==> config.mk <==
export PLATFORM = sky130hd
export DESIGN_NAME = slbc_sync_ctrl
export DESIGN_NICKNAME = d
export VERILOG_FILES = /design/src/hdl/slbc_pkg.sv /design/src/hdl/slbc_pol_if.sv /design/src/hdl/slbc_sync_ctrl.sv /design/src/hdl/slbc_sync_polarity.sv
export SDC_FILE = /design/constraint.sdc
export NUM_CORES = 1
export LEC_CHECK = 0
export ABC_CLOCK_PERIOD_IN_PS = 8900
export BUFFER_PORTS_ARGS = -buffer_cell sky130_fd_sc_hd__buf_4
export CORE_ASPECT_RATIO = 1.1
export CORE_MARGIN = 8
export CORE_UTILIZATION = 50
export DETAILED_ROUTE_END_ITERATION = 7
export PLACE_DENSITY = 0.68
export SKIP_CTS_REPAIR_TIMING = 1
export SLEW_MARGIN = 10
export SYNTH_ARGS = -nofsm -noshare
export SYNTH_HDL_FRONTEND = slang
export SYNTH_SLANG_ARGS = --single-unit
==> constraint.sdc <==
create_clock -name core_clk -period 8.9 [get_ports core_clk]
set_clock_uncertainty 0.15 [all_clocks]
set_input_delay 1.78 -clock core_clk [delete_from_list [all_inputs] [get_ports core_clk]]
set_output_delay 1.78 -clock core_clk [all_outputs]
set_load 0.01 [all_outputs]
==> src/hdl/slbc_pkg.sv <==
// shared constants and types of the sync, lock and blanking controller
package slbc_pkg;

	// ************************************************************
	// line oscillator and frequency-locked loop
	// ************************************************************
	localparam logic [11:0] OSC_PERIOD_MAX = 12'h2bc; // free-run period, lowest line rate
	localparam logic [11:0] OSC_PERIOD_MIN = 12'h064; // highest line rate the ramp allows
	localparam logic [11:0] NOSYNC_LIMIT = 12'hbb8; // cycles without a sync lead edge
	localparam logic [4:0] TOL_RATIO = 5'h19; // 25 parts, i.e. a 4 percent window
	localparam logic [7:0] SOFTLOCK_LINES = 8'h40; // lines of soft lock after vertical sync
	localparam logic [11:0] PHASE_REF = 12'h020; // fixed point on the line ramp

	// ************************************************************
	// vertical, clamp, protection timing
	// ************************************************************
	localparam logic [15:0] VINT_LEVEL = 16'h0fa0; // composite integrator trip level
	localparam logic [9:0] VBLANK_SHORT = 10'h014; // blanking lines, short setting
	localparam logic [9:0] VBLANK_LONG = 10'h028; // blanking lines, long setting
	localparam logic [7:0] CLAMP_CYCLES = 8'h05; // clamp one-shot width
	localparam logic [11:0] FLYBACK_TIMEOUT = 12'h5dc; // cycles without flyback
	localparam logic [11:0] SOFTSTART_CYCLES = 12'hfa0; // soft-start ramp length

	// ************************************************************
	// polarity integrator
	// ************************************************************
	localparam logic [7:0] POL_HIGH = 8'hc0; // above: input idles high
	localparam logic [7:0] POL_LOW = 8'h40; // below: input idles low

	// ************************************************************
	// sandcastle levels and synchroniser bit positions
	// ************************************************************
	localparam logic [1:0] CB_NONE = 2'h0;
	localparam logic [1:0] CB_VBLANK = 2'h1;
	localparam logic [1:0] CB_CLAMP = 2'h2;
	localparam int SY_H = 0;
	localparam int SY_V = 1;
	localparam int SY_FLY = 2;
	localparam int SY_XRAY = 3;
	localparam int SY_SUPLO = 4;
	localparam int SY_FILT = 5;

	typedef enum logic [1:0] {FLL_SEARCH, FLL_SOFT, FLL_LOCK} slbc_fll_t;

endpackage : slbc_pkg

==> src/hdl/slbc_pol_if.sv <==
// carrier between the core and a sync polarity normaliser
`timescale 1ns/10ps
interface slbc_pol_if;
	logic raw;
	logic norm;
	logic activeLow;
	modport core (output raw, input norm, input activeLow);
	modport conv (input raw, output norm, output activeLow);
endinterface : slbc_pol_if

==> src/hdl/slbc_sync_ctrl.sv <==
// sync processing, frequency lock, clamp/blanking and line phase offsets
// How it works
// - line or composite sync is normalised to one polarity whatever its input polarity.
// - normalised line sync feeds vertical integrator, phase comparator and frequency loop.
// - composite sync integration, rate set by reference current, triggers vertical oscillator.
// - normalised vertical sync is ORed with integrator output to trigger vertical.
// - clamp pulse starts on the leading or trailing sync edge, chosen by a bit.
// - clamp width comes from a fixed one-shot, not from sync width.
// - vertical blanking starts at vertical sync and ends after a set count of line oscillator lines.
// - one control bit chooses between two vertical blanking lengths.
// - soft start, search unlock, missing flyback, x-ray or low supply blank continuously.
// - the disable bit removes only unlock blanking; vertical blanking stays.
// - without line sync the oscillator free-runs at its minimum frequency.
// - more than 4 percent mismatch enters search and stops phase corrections at once.
// - search retunes the oscillator with small steady steps, a fixed rate.
// - on coincidence, soft lock until early next vertical period, then normal lock.
// - buffered frequency value is sampled only outside sync and vertical integration.
// - unlock output floats during search and under any protection condition.
// - otherwise unlock output drives vertical blanking only.
// - phase comparator checks sync midpoint against a fixed ramp point, fixed step size.
// - position setting shifts the primary loop phase linearly, same at every frequency.
// - parallelogram and pin unbalance shift the secondary phase; disconnect bit removes them.
// - line rate divided by two modulates secondary phase, amplitude from moire setting.
// - moire polarity flips each vertical period; a bit disables moire entirely.
// - after soft start and lock, unlock output drives again and continuous blanking ends.
// - soft start bit clear or filter low inhibits drive, loops, and forces blanking.
`timescale 1ns/10ps
module slbc_sync_ctrl (
	input wire logic core_clk,
	input wire logic rst_n,
	input wire logic hsyncIn,
	input wire logic vsyncIn,
	input wire logic flybackIn,
	input wire logic xrayTrip,
	input wire logic supplyLow,
	input wire logic secondaryFilterLow,
	input wire logic softStartControl,
	input wire logic clampEdgeTrailing,
	input wire logic blankLengthSelect,
	input wire logic unlockBlankDisable,
	input wire logic asymCorrDisconnect,
	input wire logic moireDisable,
	input wire logic [7:0] linePositionSetting,
	input wire logic [7:0] parallelogramSetting,
	input wire logic [7:0] pinUnbalanceSetting,
	input wire logic [7:0] moireAmplitudeSetting,
	input wire logic [7:0] lineReferenceCurrent,
	output logic [1:0] clampBlankOut,
	output logic unlockIndicatorOut,
	output logic unlockIndicatorOe,
	output logic vertTrigger,
	output logic searchMode,
	output logic lockMode,
	output logic driveEnable,
	output logic [11:0] bufferedFreqVoltage,
	output logic signed [10:0] secondaryPhaseOffset,
	output logic signed [9:0] asymCorrectionOut
);

	// ************************************************************
	// state
	// ************************************************************
	typedef struct packed {
		logic [5:0] syn1;
		logic [5:0] syn2;
		logic hPrev;
		logic vPrev;
		logic fPrev;
		logic xrayLatch;
		logic [11:0] softCnt;
		logic [11:0] flyIdle;
		logic [11:0] syncCnt;
		logic syncValid;
		logic [11:0] ramp;
		logic [11:0] oscPeriod;
		logic [11:0] rampAtLead;
		logic phaseUp;
		logic phaseDn;
		slbc_pkg::slbc_fll_t mode;
		logic softArm;
		logic [7:0] softLines;
		logic [15:0] vintAcc;
		logic vBlank;
		logic [9:0] vLines;
		logic [7:0] clampCnt;
		logic lineToggle;
		logic frameToggle;
		logic [11:0] heldFreq;
		logic [1:0] cbOut;
		logic unlockOut;
		logic unlockOe;
		logic vTrigOut;
		logic driveEn;
		logic signed [10:0] secPhase;
		logic signed [9:0] asymOut;
		logic searchOut;
		logic lockOut;
	} slbc_state_t;

	slbc_state_t st_ff;
	slbc_state_t nxt_st;

	slbc_pol_if hPol ();
	slbc_pol_if vPol ();

	// one normaliser per sync input; the same logic serves both
	slbc_sync_polarity u_hpol (
		.core_clk(core_clk),
		.rst_n(rst_n),
		.pol(hPol)
	);
	slbc_sync_polarity u_vpol (
		.core_clk(core_clk),
		.rst_n(rst_n),
		.pol(vPol)
	);

	// mismatch above 4 percent of the oscillator period
	function automatic logic outOfTol(input logic [11:0] meas, input logic [11:0] osc);
		logic [11:0] d;
		d = (meas > osc) ? meas - osc : osc - meas;
		return (17'(d) * 17'(slbc_pkg::TOL_RATIO)) > 17'(osc);
	endfunction : outOfTol

	// ************************************************************
	// edges and status terms shared by logic and checks
	// ************************************************************
	logic hNorm;
	logic vNorm;
	logic hLead;
	logic hTrail;
	logic vRise;
	logic flyEdge;
	logic noFly;
	logic noSync;
	logic softDone;
	logic prot;
	logic rampWrap;
	logic clampEdge;

	assign hPol.raw = st_ff.syn2[slbc_pkg::SY_H];
	assign vPol.raw = st_ff.syn2[slbc_pkg::SY_V];
	assign hNorm = hPol.norm;
	assign vNorm = vPol.norm;
	assign hLead = hNorm & ~st_ff.hPrev;
	assign hTrail = ~hNorm & st_ff.hPrev;
	assign vRise = vNorm & ~st_ff.vPrev;
	assign flyEdge = st_ff.syn2[slbc_pkg::SY_FLY] & ~st_ff.fPrev;
	assign noFly = st_ff.flyIdle == slbc_pkg::FLYBACK_TIMEOUT;
	assign noSync = st_ff.syncCnt == slbc_pkg::NOSYNC_LIMIT;
	assign softDone = st_ff.softCnt == slbc_pkg::SOFTSTART_CYCLES;
	assign prot = ~softDone | st_ff.xrayLatch | noFly | st_ff.syn2[slbc_pkg::SY_SUPLO];
	assign rampWrap = st_ff.ramp >= st_ff.oscPeriod - 12'h001;
	assign clampEdge = clampEdgeTrailing ? hTrail : hLead;

	// ************************************************************
	// next state
	// ************************************************************
	always_comb begin
		logic softReq;
		logic vTrig;
		logic contBlank;
		logic [16:0] accSum;
		logic [11:0] mid;
		logic [11:0] target;
		logic signed [9:0] asym;
		logic signed [10:0] moire;
		softReq = 1'b0;
		vTrig = 1'b0;
		contBlank = 1'b0;
		accSum = '0;
		mid = '0;
		target = '0;
		asym = '0;
		moire = '0;
		nxt_st = st_ff;
		// pins pass two flops before anything looks at them
		nxt_st.syn1 = {secondaryFilterLow, supplyLow, xrayTrip, flybackIn, vsyncIn, hsyncIn};
		nxt_st.syn2 = st_ff.syn1;
		nxt_st.hPrev = hNorm;
		nxt_st.vPrev = vNorm;
		nxt_st.fPrev = st_ff.syn2[slbc_pkg::SY_FLY];

		// x-ray latch holds until software clears the soft start bit; a trip wins
		nxt_st.xrayLatch = st_ff.syn2[slbc_pkg::SY_XRAY] | (st_ff.xrayLatch & softStartControl);
		softReq = softStartControl & ~st_ff.syn2[slbc_pkg::SY_FILT] & ~st_ff.xrayLatch
			& ~st_ff.syn2[slbc_pkg::SY_SUPLO];
		if (!softReq) begin
			nxt_st.softCnt = '0;
		end else if (!softDone) begin
			nxt_st.softCnt = st_ff.softCnt + 12'h001;
		end
		nxt_st.driveEn = softReq & softDone;
		if (flyEdge) begin
			nxt_st.flyIdle = '0;
		end else if (!noFly) begin
			nxt_st.flyIdle = st_ff.flyIdle + 12'h001;
		end

		// line oscillator ramp; a pending phase correction stretches or skips one count
		if (rampWrap) begin
			nxt_st.ramp = '0;
		end else if (st_ff.phaseUp) begin
			nxt_st.ramp = st_ff.ramp + 12'h002;
		end else if (!st_ff.phaseDn) begin
			nxt_st.ramp = st_ff.ramp + 12'h001;
		end
		nxt_st.phaseUp = 1'b0;
		nxt_st.phaseDn = 1'b0;
		nxt_st.lineToggle = st_ff.lineToggle ^ rampWrap;

		// sync period measurement
		if (hLead) begin
			nxt_st.syncCnt = '0;
			nxt_st.rampAtLead = st_ff.ramp;
			nxt_st.syncValid = 1'b1;
		end else if (!noSync) begin
			nxt_st.syncCnt = st_ff.syncCnt + 12'h001;
		end

		// vertical: composite integrator ORed with separate vertical sync
		accSum = 17'(st_ff.vintAcc) + 17'(lineReferenceCurrent);
		nxt_st.vintAcc = hNorm ? (accSum[16] ? 16'hffff : accSum[15:0]) : 16'h0000;
		vTrig = (hNorm && st_ff.vintAcc < slbc_pkg::VINT_LEVEL && accSum >= 17'(slbc_pkg::VINT_LEVEL))
			|| vRise;
		nxt_st.vTrigOut = vTrig;
		nxt_st.frameToggle = st_ff.frameToggle ^ vTrig;

		// frequency-locked loop
		if (noSync) begin
			nxt_st.mode = slbc_pkg::FLL_SEARCH;
			nxt_st.oscPeriod = slbc_pkg::OSC_PERIOD_MAX;
			nxt_st.syncValid = 1'b0;
		end else if (!softDone) begin
			nxt_st.mode = slbc_pkg::FLL_SEARCH;
		end else begin
			if (hLead && st_ff.syncValid) begin
				if (outOfTol(st_ff.syncCnt, st_ff.oscPeriod)) begin
					nxt_st.mode = slbc_pkg::FLL_SEARCH;
				end else if (st_ff.mode == slbc_pkg::FLL_SEARCH) begin
					nxt_st.mode = slbc_pkg::FLL_SOFT;
					nxt_st.softArm = 1'b0;
					nxt_st.softLines = '0;
				end
			end
			// one period count per line: slow, steady retune
			if (st_ff.mode == slbc_pkg::FLL_SEARCH && rampWrap && st_ff.syncValid) begin
				if (st_ff.syncCnt > st_ff.oscPeriod && st_ff.oscPeriod < slbc_pkg::OSC_PERIOD_MAX) begin
					nxt_st.oscPeriod = st_ff.oscPeriod + 12'h001;
				end else if (st_ff.syncCnt < st_ff.oscPeriod
					&& st_ff.oscPeriod > slbc_pkg::OSC_PERIOD_MIN) begin
					nxt_st.oscPeriod = st_ff.oscPeriod - 12'h001;
				end
			end
			if (st_ff.mode == slbc_pkg::FLL_SOFT && nxt_st.mode == slbc_pkg::FLL_SOFT) begin
				if (vTrig) begin
					nxt_st.softArm = 1'b1;
				end else if (st_ff.softArm && rampWrap) begin
					nxt_st.softLines = st_ff.softLines + 8'h01;
					if (st_ff.softLines == slbc_pkg::SOFTLOCK_LINES) begin
						nxt_st.mode = slbc_pkg::FLL_LOCK;
					end
				end
			end
		end

		// phase comparator: sync midpoint against shifted ramp point
		mid = st_ff.rampAtLead + (st_ff.syncCnt >> 1);
		target = slbc_pkg::PHASE_REF + 12'(linePositionSetting);
		if (hTrail && nxt_st.mode == slbc_pkg::FLL_LOCK) begin
			nxt_st.phaseDn = mid > target;
			nxt_st.phaseUp = mid < target;
		end
		if (nxt_st.mode != slbc_pkg::FLL_LOCK) begin
			nxt_st.phaseUp = 1'b0;
			nxt_st.phaseDn = 1'b0;
		end
		// mode flags kept in flops so the mode pins carry no decode glitches
		nxt_st.searchOut = nxt_st.mode == slbc_pkg::FLL_SEARCH;
		nxt_st.lockOut = nxt_st.mode == slbc_pkg::FLL_LOCK;

		// held frequency value, frozen inside sync and vertical integration
		if (!hNorm && st_ff.vintAcc == 16'h0000) begin
			nxt_st.heldFreq = st_ff.oscPeriod;
		end

		// vertical blanking, counted in lines of the line oscillator
		if (vTrig) begin
			nxt_st.vBlank = 1'b1;
			nxt_st.vLines = '0;
		end else if (st_ff.vBlank && rampWrap) begin
			nxt_st.vLines = st_ff.vLines + 10'h001;
			if (st_ff.vLines + 10'h001 >= (blankLengthSelect ? slbc_pkg::VBLANK_LONG
				: slbc_pkg::VBLANK_SHORT)) begin
				nxt_st.vBlank = 1'b0;
			end
		end

		// clamp one-shot
		if (clampEdge) begin
			nxt_st.clampCnt = slbc_pkg::CLAMP_CYCLES;
		end else if (st_ff.clampCnt != 8'h00) begin
			nxt_st.clampCnt = st_ff.clampCnt - 8'h01;
		end

		// continuous blanking; the disable bit masks only the unlock term
		contBlank = prot || (st_ff.mode == slbc_pkg::FLL_SEARCH && !unlockBlankDisable);
		if (nxt_st.clampCnt != 8'h00) begin
			nxt_st.cbOut = slbc_pkg::CB_CLAMP;
		end else if (nxt_st.vBlank || contBlank) begin
			nxt_st.cbOut = slbc_pkg::CB_VBLANK;
		end else begin
			nxt_st.cbOut = slbc_pkg::CB_NONE;
		end
		nxt_st.unlockOe = !(st_ff.mode == slbc_pkg::FLL_SEARCH || prot);
		nxt_st.unlockOut = nxt_st.unlockOe && (nxt_st.vBlank || contBlank);

		// secondary loop phase: asymmetric terms plus moire at half line rate
		asym = 10'(signed'(parallelogramSetting)) + 10'(signed'(pinUnbalanceSetting));
		nxt_st.asymOut = asym;
		moire = (st_ff.lineToggle ^ st_ff.frameToggle) ? 11'(moireAmplitudeSetting)
			: -11'(moireAmplitudeSetting);
		if (!softDone) begin
			nxt_st.secPhase = '0;
		end else begin
			nxt_st.secPhase = (asymCorrDisconnect ? 11'sh000 : 11'(asym))
				+ (moireDisable ? 11'sh000 : moire);
		end
	end

	// state register
	always_ff @(posedge core_clk) begin
		if (!rst_n) begin
			st_ff <= '0;
			st_ff.oscPeriod <= slbc_pkg::OSC_PERIOD_MAX;
			st_ff.searchOut <= 1'b1;
		end else begin
			st_ff <= nxt_st;
		end
	end

	assign clampBlankOut = st_ff.cbOut;
	assign unlockIndicatorOut = st_ff.unlockOut;
	assign unlockIndicatorOe = st_ff.unlockOe;
	assign vertTrigger = st_ff.vTrigOut;
	assign searchMode = st_ff.searchOut;
	assign lockMode = st_ff.lockOut;
	assign driveEnable = st_ff.driveEn;
	assign bufferedFreqVoltage = st_ff.heldFreq;
	assign secondaryPhaseOffset = st_ff.secPhase;
	assign asymCorrectionOut = st_ff.asymOut;

	// ************************************************************
	// checks
	// ************************************************************
	chk_clamp_start: assert property (@(posedge core_clk) disable iff (!rst_n)
		clampEdge |=> clampBlankOut == slbc_pkg::CB_CLAMP)
		else $error("clamp did not start on the selected sync edge");
	chk_clamp_width: assert property (@(posedge core_clk) disable iff (!rst_n)
		$rose(clampBlankOut == slbc_pkg::CB_CLAMP) && !clampEdge
		|-> (clampBlankOut == slbc_pkg::CB_CLAMP)[*5] ##1 clampBlankOut != slbc_pkg::CB_CLAMP)
		else $error("clamp width is not the one-shot width");
	chk_vsync_or: assert property (@(posedge core_clk) disable iff (!rst_n)
		vRise |=> vertTrigger)
		else $error("vertical sync edge gave no vertical trigger");
	chk_search_phase: assert property (@(posedge core_clk) disable iff (!rst_n)
		st_ff.mode == slbc_pkg::FLL_SEARCH |-> !st_ff.phaseUp && !st_ff.phaseDn)
		else $error("phase correction active in search");
	chk_unlock_float: assert property (@(posedge core_clk) disable iff (!rst_n)
		(st_ff.mode == slbc_pkg::FLL_SEARCH || prot) |=> !unlockIndicatorOe)
		else $error("unlock output driven during search or protection");
	chk_unlock_drive: assert property (@(posedge core_clk) disable iff (!rst_n)
		!(st_ff.mode == slbc_pkg::FLL_SEARCH || prot) |=> unlockIndicatorOe
		&& unlockIndicatorOut == st_ff.vBlank)
		else $error("unlock output not driving vertical blanking");
	chk_prot_blank: assert property (@(posedge core_clk) disable iff (!rst_n)
		st_ff.syn2[slbc_pkg::SY_SUPLO] || noFly |=> clampBlankOut != slbc_pkg::CB_NONE)
		else $error("protection did not blank");
	chk_drive_inhibit: assert property (@(posedge core_clk) disable iff (!rst_n)
		!softStartControl |=> !driveEnable ##1 secondaryPhaseOffset == 11'sh000)
		else $error("drive not inhibited without soft start bit");
	chk_free_run: assert property (@(posedge core_clk) disable iff (!rst_n)
		noSync |=> st_ff.oscPeriod == slbc_pkg::OSC_PERIOD_MAX && searchMode)
		else $error("oscillator not free-running at minimum frequency");
	chk_moire_off: assert property (@(posedge core_clk) disable iff (!rst_n)
		moireDisable && asymCorrDisconnect |=> secondaryPhaseOffset == 11'sh000)
		else $error("secondary phase modulated while disconnected");
	cov_lock: cover property (@(posedge core_clk) disable iff (!rst_n) $rose(lockMode));
	cov_soft: cover property (@(posedge core_clk) disable iff (!rst_n)
		st_ff.mode == slbc_pkg::FLL_SOFT && vertTrigger);
	cov_clamp: cover property (@(posedge core_clk) disable iff (!rst_n) $rose(clampBlankOut == 2'h2));
	cov_unlock: cover property (@(posedge core_clk) disable iff (!rst_n) $rose(unlockIndicatorOe));

endmodule : slbc_sync_ctrl

==> src/hdl/slbc_sync_polarity.sv <==
// sync polarity detector and normaliser
`timescale 1ns/10ps
module slbc_sync_polarity (
	input wire logic core_clk,
	input wire logic rst_n,
	slbc_pol_if.conv pol
);

	typedef struct packed {
		logic [7:0] integ;
		logic activeLow;
		logic norm;
	} slbc_pol_state_t;

	slbc_pol_state_t st_ff;
	slbc_pol_state_t nxt_st;

	// duty integrator: sync pulses are short, so the idle level dominates
	always_comb begin
		nxt_st = st_ff;
		if (pol.raw && st_ff.integ != 8'hff) begin
			nxt_st.integ = st_ff.integ + 8'h01;
		end else if (!pol.raw && st_ff.integ != 8'h00) begin
			nxt_st.integ = st_ff.integ - 8'h01;
		end
		// hysteresis keeps the polarity from chattering on a noisy line
		if (st_ff.integ > slbc_pkg::POL_HIGH) begin
			nxt_st.activeLow = 1'b1;
		end else if (st_ff.integ < slbc_pkg::POL_LOW) begin
			nxt_st.activeLow = 1'b0;
		end
		nxt_st.norm = pol.raw ^ st_ff.activeLow;
	end

	// state register
	always_ff @(posedge core_clk) begin
		if (!rst_n) begin
			st_ff <= '0;
		end else begin
			st_ff <= nxt_st;
		end
	end

	assign pol.norm = st_ff.norm;
	assign pol.activeLow = st_ff.activeLow;

endmodule : slbc_sync_polarity

[After elaboration in Yosys (flattened, before gate mapping)]
Cells that the tools add are included.
Word-level totals
  output and inout bits: 41
  bits in registers: 200
  input bits: 54
Operators by class
  order comparisons: 15
  $mul: 1
  reduce and logical (&&, ||, !) cells: 51
  muxes and demuxes: 41
  bitwise logic cells: 29
  eq/ne operators: 11
  add/subtract/negate cells: 22
Operators with widths (number)
  $mux 11: 10
  $mux 8: 8
  $add 12x1->12 const B: 5
  $mux 12: 5
  $reduce_bool 8->1: 4
  $add 8x1->8 const B: 3
  $eq 12x12->1 const B: 2
  $sub 12x12->12: 2
  $sub 8x1->8 const B: 3
  $logic_and 1x1->1: 18
  $add 16x8->17: 1
  $ge 17x12->1 const B: 1
  $gt 17x12->1: 1
  $mul 12x5->17 const B: 1
  $gt 8x8->1 const B: 2
  $logic_not 16->1: 1
  $lt 16x12->1 const B: 1
  $lt 8x7->1 const B: 2
  $mux 16: 1
  $ne 8x8->1 const B: 2
  $mux 2: 7
  $add 12x11->12: 1
  $add 12x2->12 const B: 1
  $eq 12x11->1 const B: 1
  other kinds (34): 87

[Longest topological paths before layout]
  depth in word-level cells: 18
  gate-level depth with buffers: 33
  gate-level depth less buffers: 31

[Hierarchy]
Synthesis repeated with hierarchy kept, for this count alone.
Second synthesis, totals
  cells, all modules: 1675
  area, all modules: 14034.7 um^2
By module, submodules not included
  slbc_sync_ctrl: times used 1, cells each 1501, seq. area each 3583.4 um^2, area an instance 12569.6 um^2
  slbc_sync_polarity (u_vpol): times used 1, cells each 90, seq. area each 200.2 um^2, area an instance 752.0 um^2
  slbc_sync_polarity (u_hpol): times used 1, cells each 84, seq. area each 200.2 um^2, area an instance 713.2 um^2

[Least setup slack after synthesis]
No wires, ideal clock.
  path kind: reg2reg
  start point: reg st_ff[105] (netlist name)
  end point: reg st_ff[90] (netlist name)
  slack: 1.673 ns
  data required time: 8.688 ns
  arrival: 7.015 ns
  cell stages (with the launch flop): 33
  library setup time: 0.062 ns
  period minus slack after synthesis: 7.227 ns
  buffers on the path: 3
  cell sequence: dfxtp_1 clkbuf_1 inv_1 ha_1 buf_2 a21o_1 a21o_1 a221oi_1 o21a_1 nor2_1 buf_2 mux2i_1 xnor2_1 ha_1 ha_1 inv_1 fa_1 inv_1 ha_1 o21ai_0 o21ai_0 a31oi_1 xnor2_1 ha_1 a21oi_1 nand2_1 or4_1 a31oi_1 nand4_1 a31oi_1 nand2_1 nor2_1 and4_1
On the way
  word-level cells in the longest chain between the ends: 18
  elaborated cells on any way between the ends: 26
Ends and longest elaborated chain
  from (decl): RTL line slbc_sync_ctrl.sv:100  | slbc_state_t st_ff;
  from (signal assigned): RTL line slbc_sync_ctrl.sv:338  | st_ff <= nxt_st;
  $sub 12x12->12 or $gt 12x12->1 (tied branches): RTL line slbc_sync_ctrl.sv:121  | d = (meas > osc) ? meas - osc : osc - meas;
  $mux 12: RTL line slbc_sync_ctrl.sv:121
  $mul 12x5->17: RTL line slbc_sync_ctrl.sv:122  | return (17'(d) * 17'(slbc_pkg::TOL_RATIO)) > 17'(osc);
  $gt 17x12->1: RTL line slbc_sync_ctrl.sv:122
  $mux 2: RTL line slbc_sync_ctrl.sv:238  | if (outOfTol(st_ff.syncCnt, st_ff.oscPeriod)) begin
  $mux 11: RTL line slbc_sync_ctrl.sv:237  | if (hLead && st_ff.syncValid) begin
  $mux 11: RTL line slbc_sync_ctrl.sv:234  | end else if (!softDone) begin
  $mux 11: RTL line slbc_sync_ctrl.sv:230  | if (noSync) begin
  [... 2 more ...]
  $mux 2: RTL line slbc_sync_ctrl.sv:256  | if (vTrig) begin
  $mux 11 (*): RTL line slbc_sync_ctrl.sv:255  | if (st_ff.mode == slbc_pkg::FLL_SOFT && nxt_st.mode == slbc_pkg::FLL_SOFT) begin
  $mux 2 (*): RTL line slbc_sync_ctrl.sv:234
  $mux 2 (*): RTL line slbc_sync_ctrl.sv:230
  $eq 2x2->1: RTL line slbc_sync_ctrl.sv:270  | if (hTrail && nxt_st.mode == slbc_pkg::FLL_LOCK) begin
  $logic_and 1x1->1: RTL line slbc_sync_ctrl.sv:270
  $not 1->1 (no source line)
  $reduce_or 3->1 (no source line) (*)
Mark *: on every way between the ends. The rest lies on a longest branch, timed or not. The select of a mux whose other input is x is not followed.
A chain may end at the register's enable or synchronous reset.

[Worst setup path in the final report]
  start point: reg st_ff[104] (netlist name)
  end point: reg st_ff[90] (netlist name)
The elaborated chain is that of the path after synthesis.

==> flow_summary.toml <==
[outcome]
status = "completed"

[global_route]
grt_pass1_wl_um = 52800
grt_antenna_before_repair = 1
grt_max_degree = 56
grt_pass1_vias = 11000
track_usage_pct = 19.1
grt.overflow.total = 0

[worst_hold_path]
min_path_cells = 2
hold_path.class = "reg2reg"

[detailed_routing]
drt-wirelength-per-cell_um = 15.5
viasPerCell = 5.47
drtAntennaViolNets = 0
via_count = 11400
wl_um = 32300
drc_errors = 0
first_pass_iters = 5
drt_iter0_drc = 685

[sta]
rsz0062_at_grt = "no"
drv_slew = 0
tns_ns = 0
period_minus_slack_ns = 8.12
tightest_slew_ns = 0.783
slew_headroom_pct = 47.1
setup_viol = 0
clock.fmax_mhz = 123
final.period_utilization_pct = 91.2
finalHoldViolCount = 0
post-route-worst-setup-slack_ns = 0.782

[job]
drv_cap = 0

[pwr]
total_power_w = 0.00275
clkPwrFrac_pct = 27.6
ir_worst_vdd_uv = 149
pwr-share-comb_pct = 34.7
leakagePower_nw = 6.73
seqPwrFrac_pct = 37.6
p_per_area_mw_per_mm2 = 180
internal_power_w = 0.00179
switchingPower_w = 0.000962
switching_share_pct = 35.0

[cts]
tritoncts = "yes"
root_buffer = "clkbuf_16"
clock_path_buffers = 2
path_clk_slew_ns = 0.08
worstSkewPairLatency_ns = 0.44
cts.sinks = 199
cts_buffers = 17
htreeDepth = 4

[yosys]
ys_ff_latch = 199
ys_warn_count = 0
async_flop_share_pct = 0
synth_fp_nets = 1894
netlist_area_mm2 = 0.0138
synthFlopType = "dfxtp_1"
synth_edf_count = 0
ys_types = 75
synth_seq_area_share_pct = 28.8
syn_inst = 1657
postSynthAreaPerCell_um2 = 8.34

[critical_path]
start_kind = "register"
critPathRequiredTime_ns = 9.13
path_common_cell = "ha_1"
worstRegToRegCells = 30
path_max_fanout = 10
slowest_delay_ns = 0.52
critPathArrivalTime_ns = 8.35
cp_slowest_cell = "dfxtp_1"
end_kind = "register"
reg2reg_slack_ns = 0.78
crit_type = "reg2reg"

[place]
gp_congestion = 0.913
dpl_worst_slack_ns = 0.914
dpl_cell_area_mm2 = 0.0146
dp_hpwl_um = 25100
portBuffers = 94

[final_layout]
design_area_mm2 = 0.0152
mostFrequentLayoutCells = "dfxtp_1 (199), nor2_1 (182), ha_1 (168)"
final_common_cell = "dfxtp_1"
diodes = 0
final_nets = 1940
layout-drive-gt1-share_pct = 9.50
area_growth_syn_to_layout_pct = 10.1

[floorplanning]
rows = 64
die_h_um = 190
initial_core_util_pct = 50.2
core_area_mm2 = 0.0275
num_io_pins = 95
dieArea_mm2 = 0.0332
die_w_um = 175
[cells by family after synthesis]
family / count (synthesis) / share of synthesized area [%]
AO/OA/AOI/OAI: 333 / 15.6
XOR/XNOR: 154 / 9.76
adder cells (fa/ha/maj): 183 / 17.4
buffers and inverters: 193 / 6.28
flip-flops: 199 / 28.8
multiplexers: 30 / 2.20
AND/OR/NAND/NOR: 565 / 20.0
[synthesized netlist by cell type (19+ instances only)]
cell type / instances / area [um^2]
a21o_1: 38 / 285
a21oi_1: 122 / 611
a31oi_1: 19 / 119
and3_1: 25 / 156
buf_4: 35 / 263
clkbuf_1: 32 / 120
dfxtp_1: 199 / 3980
ha_1: 168 / 2100
inv_1: 115 / 432
mux2i_1: 27 / 270
nand2_1: 111 / 417
nand3_1: 61 / 305
nand4_1: 24 / 150
nor2_1: 182 / 683
nor2b_1: 21 / 131
nor3_1: 38 / 190
o21ai_0: 41 / 205
o21bai_1: 22 / 165
xnor2_1: 97 / 850
xor2_1: 57 / 499
[worst max-delay path: cells and delay by family (launching register included)]
family	cells	cell delay, ns
xor gates and xnor gates	2	0.38
AOI/OAI and AO/OA	9	2.30
DFF	1	0.52
and+or+nand+nor	8	1.77
adders and majority gates	6	2.10
muxes	1	0.24
buffers and inverters	4	0.59
[sequential cells by signal, summed over array words and instances, names as in the netlist]
name                  flops
st_ff                   131
bufferedFreqVoltage      12
secondaryPhaseOffset     11
asymCorrectionOut         9
u_hpol.st_ff              8
u_vpol.st_ff              8
nxt_st                    7
clampBlankOut             2
driveEnable               1
hPol.raw                  1
lockMode                  1
searchMode                1
u_hpol.pol.activeLow      1
u_hpol.pol.norm           1
u_vpol.pol.activeLow      1
u_vpol.pol.norm           1
unlockIndicatorOe         1
unlockIndicatorOut        1
vertTrigger               1
[metal layers]
layer,global-route usage [%],routed length (um)
met5,0,13
met2,33.4,15800
met4,6.69,714
met3,3.29,1110
met1,23.3,14600
[through the flow]
stage / std cells / util (%) / hold slack, ns
after CTS: 2079 / 55.2 / 0.286
final: 2079 / 55.3 / 0.281
after floorplan: 1657 / - / 0.255
after detailed placement: 2047 / 53.1 / 0.269
after global placement: 2047 / 53.1 / 0.264
after global routing: 2079 / 55.3 / 0.294
[path summary, 6_finish.rpt]
path / end / start
hold / removal: st_ff[165] / nxt_st[165]
hold reg to reg: st_ff[165] / nxt_st[165]
setup / recovery: st_ff[90] / st_ff[104]
setup reg to reg: st_ff[90] / st_ff[104]
[power groups by stage]
stage / sequential, W / combinational, W / clock, W
global route: 0.00104 / 0.00108 / 0.000807
floorplan: 0.00103 / 0.000753 / 0
detailed placement: 0.00105 / 0.000954 / 0
finish: 0.00103 / 0.000954 / 0.000760
CTS: 0.00103 / 0.000960 / 0.000774
global placement: 0.00105 / 0.000942 / 0
[final cells by class]
| type | instances | area [um^2] |
|---|---|---|
| Sequential cell | 199 | 3980 |
| Fill cell | 2605 | 12300 |
| Multi-Input combinational cell | 1265 | 8990 |
| Clock inverter | 12 | 110 |
| Timing Repair Buffer | 104 | 781 |
| Inverter | 116 | 435 |
| Clock buffer | 20 | 467 |
| Tap cell | 363 | 454 |
(Power assumes the default switching activity.)
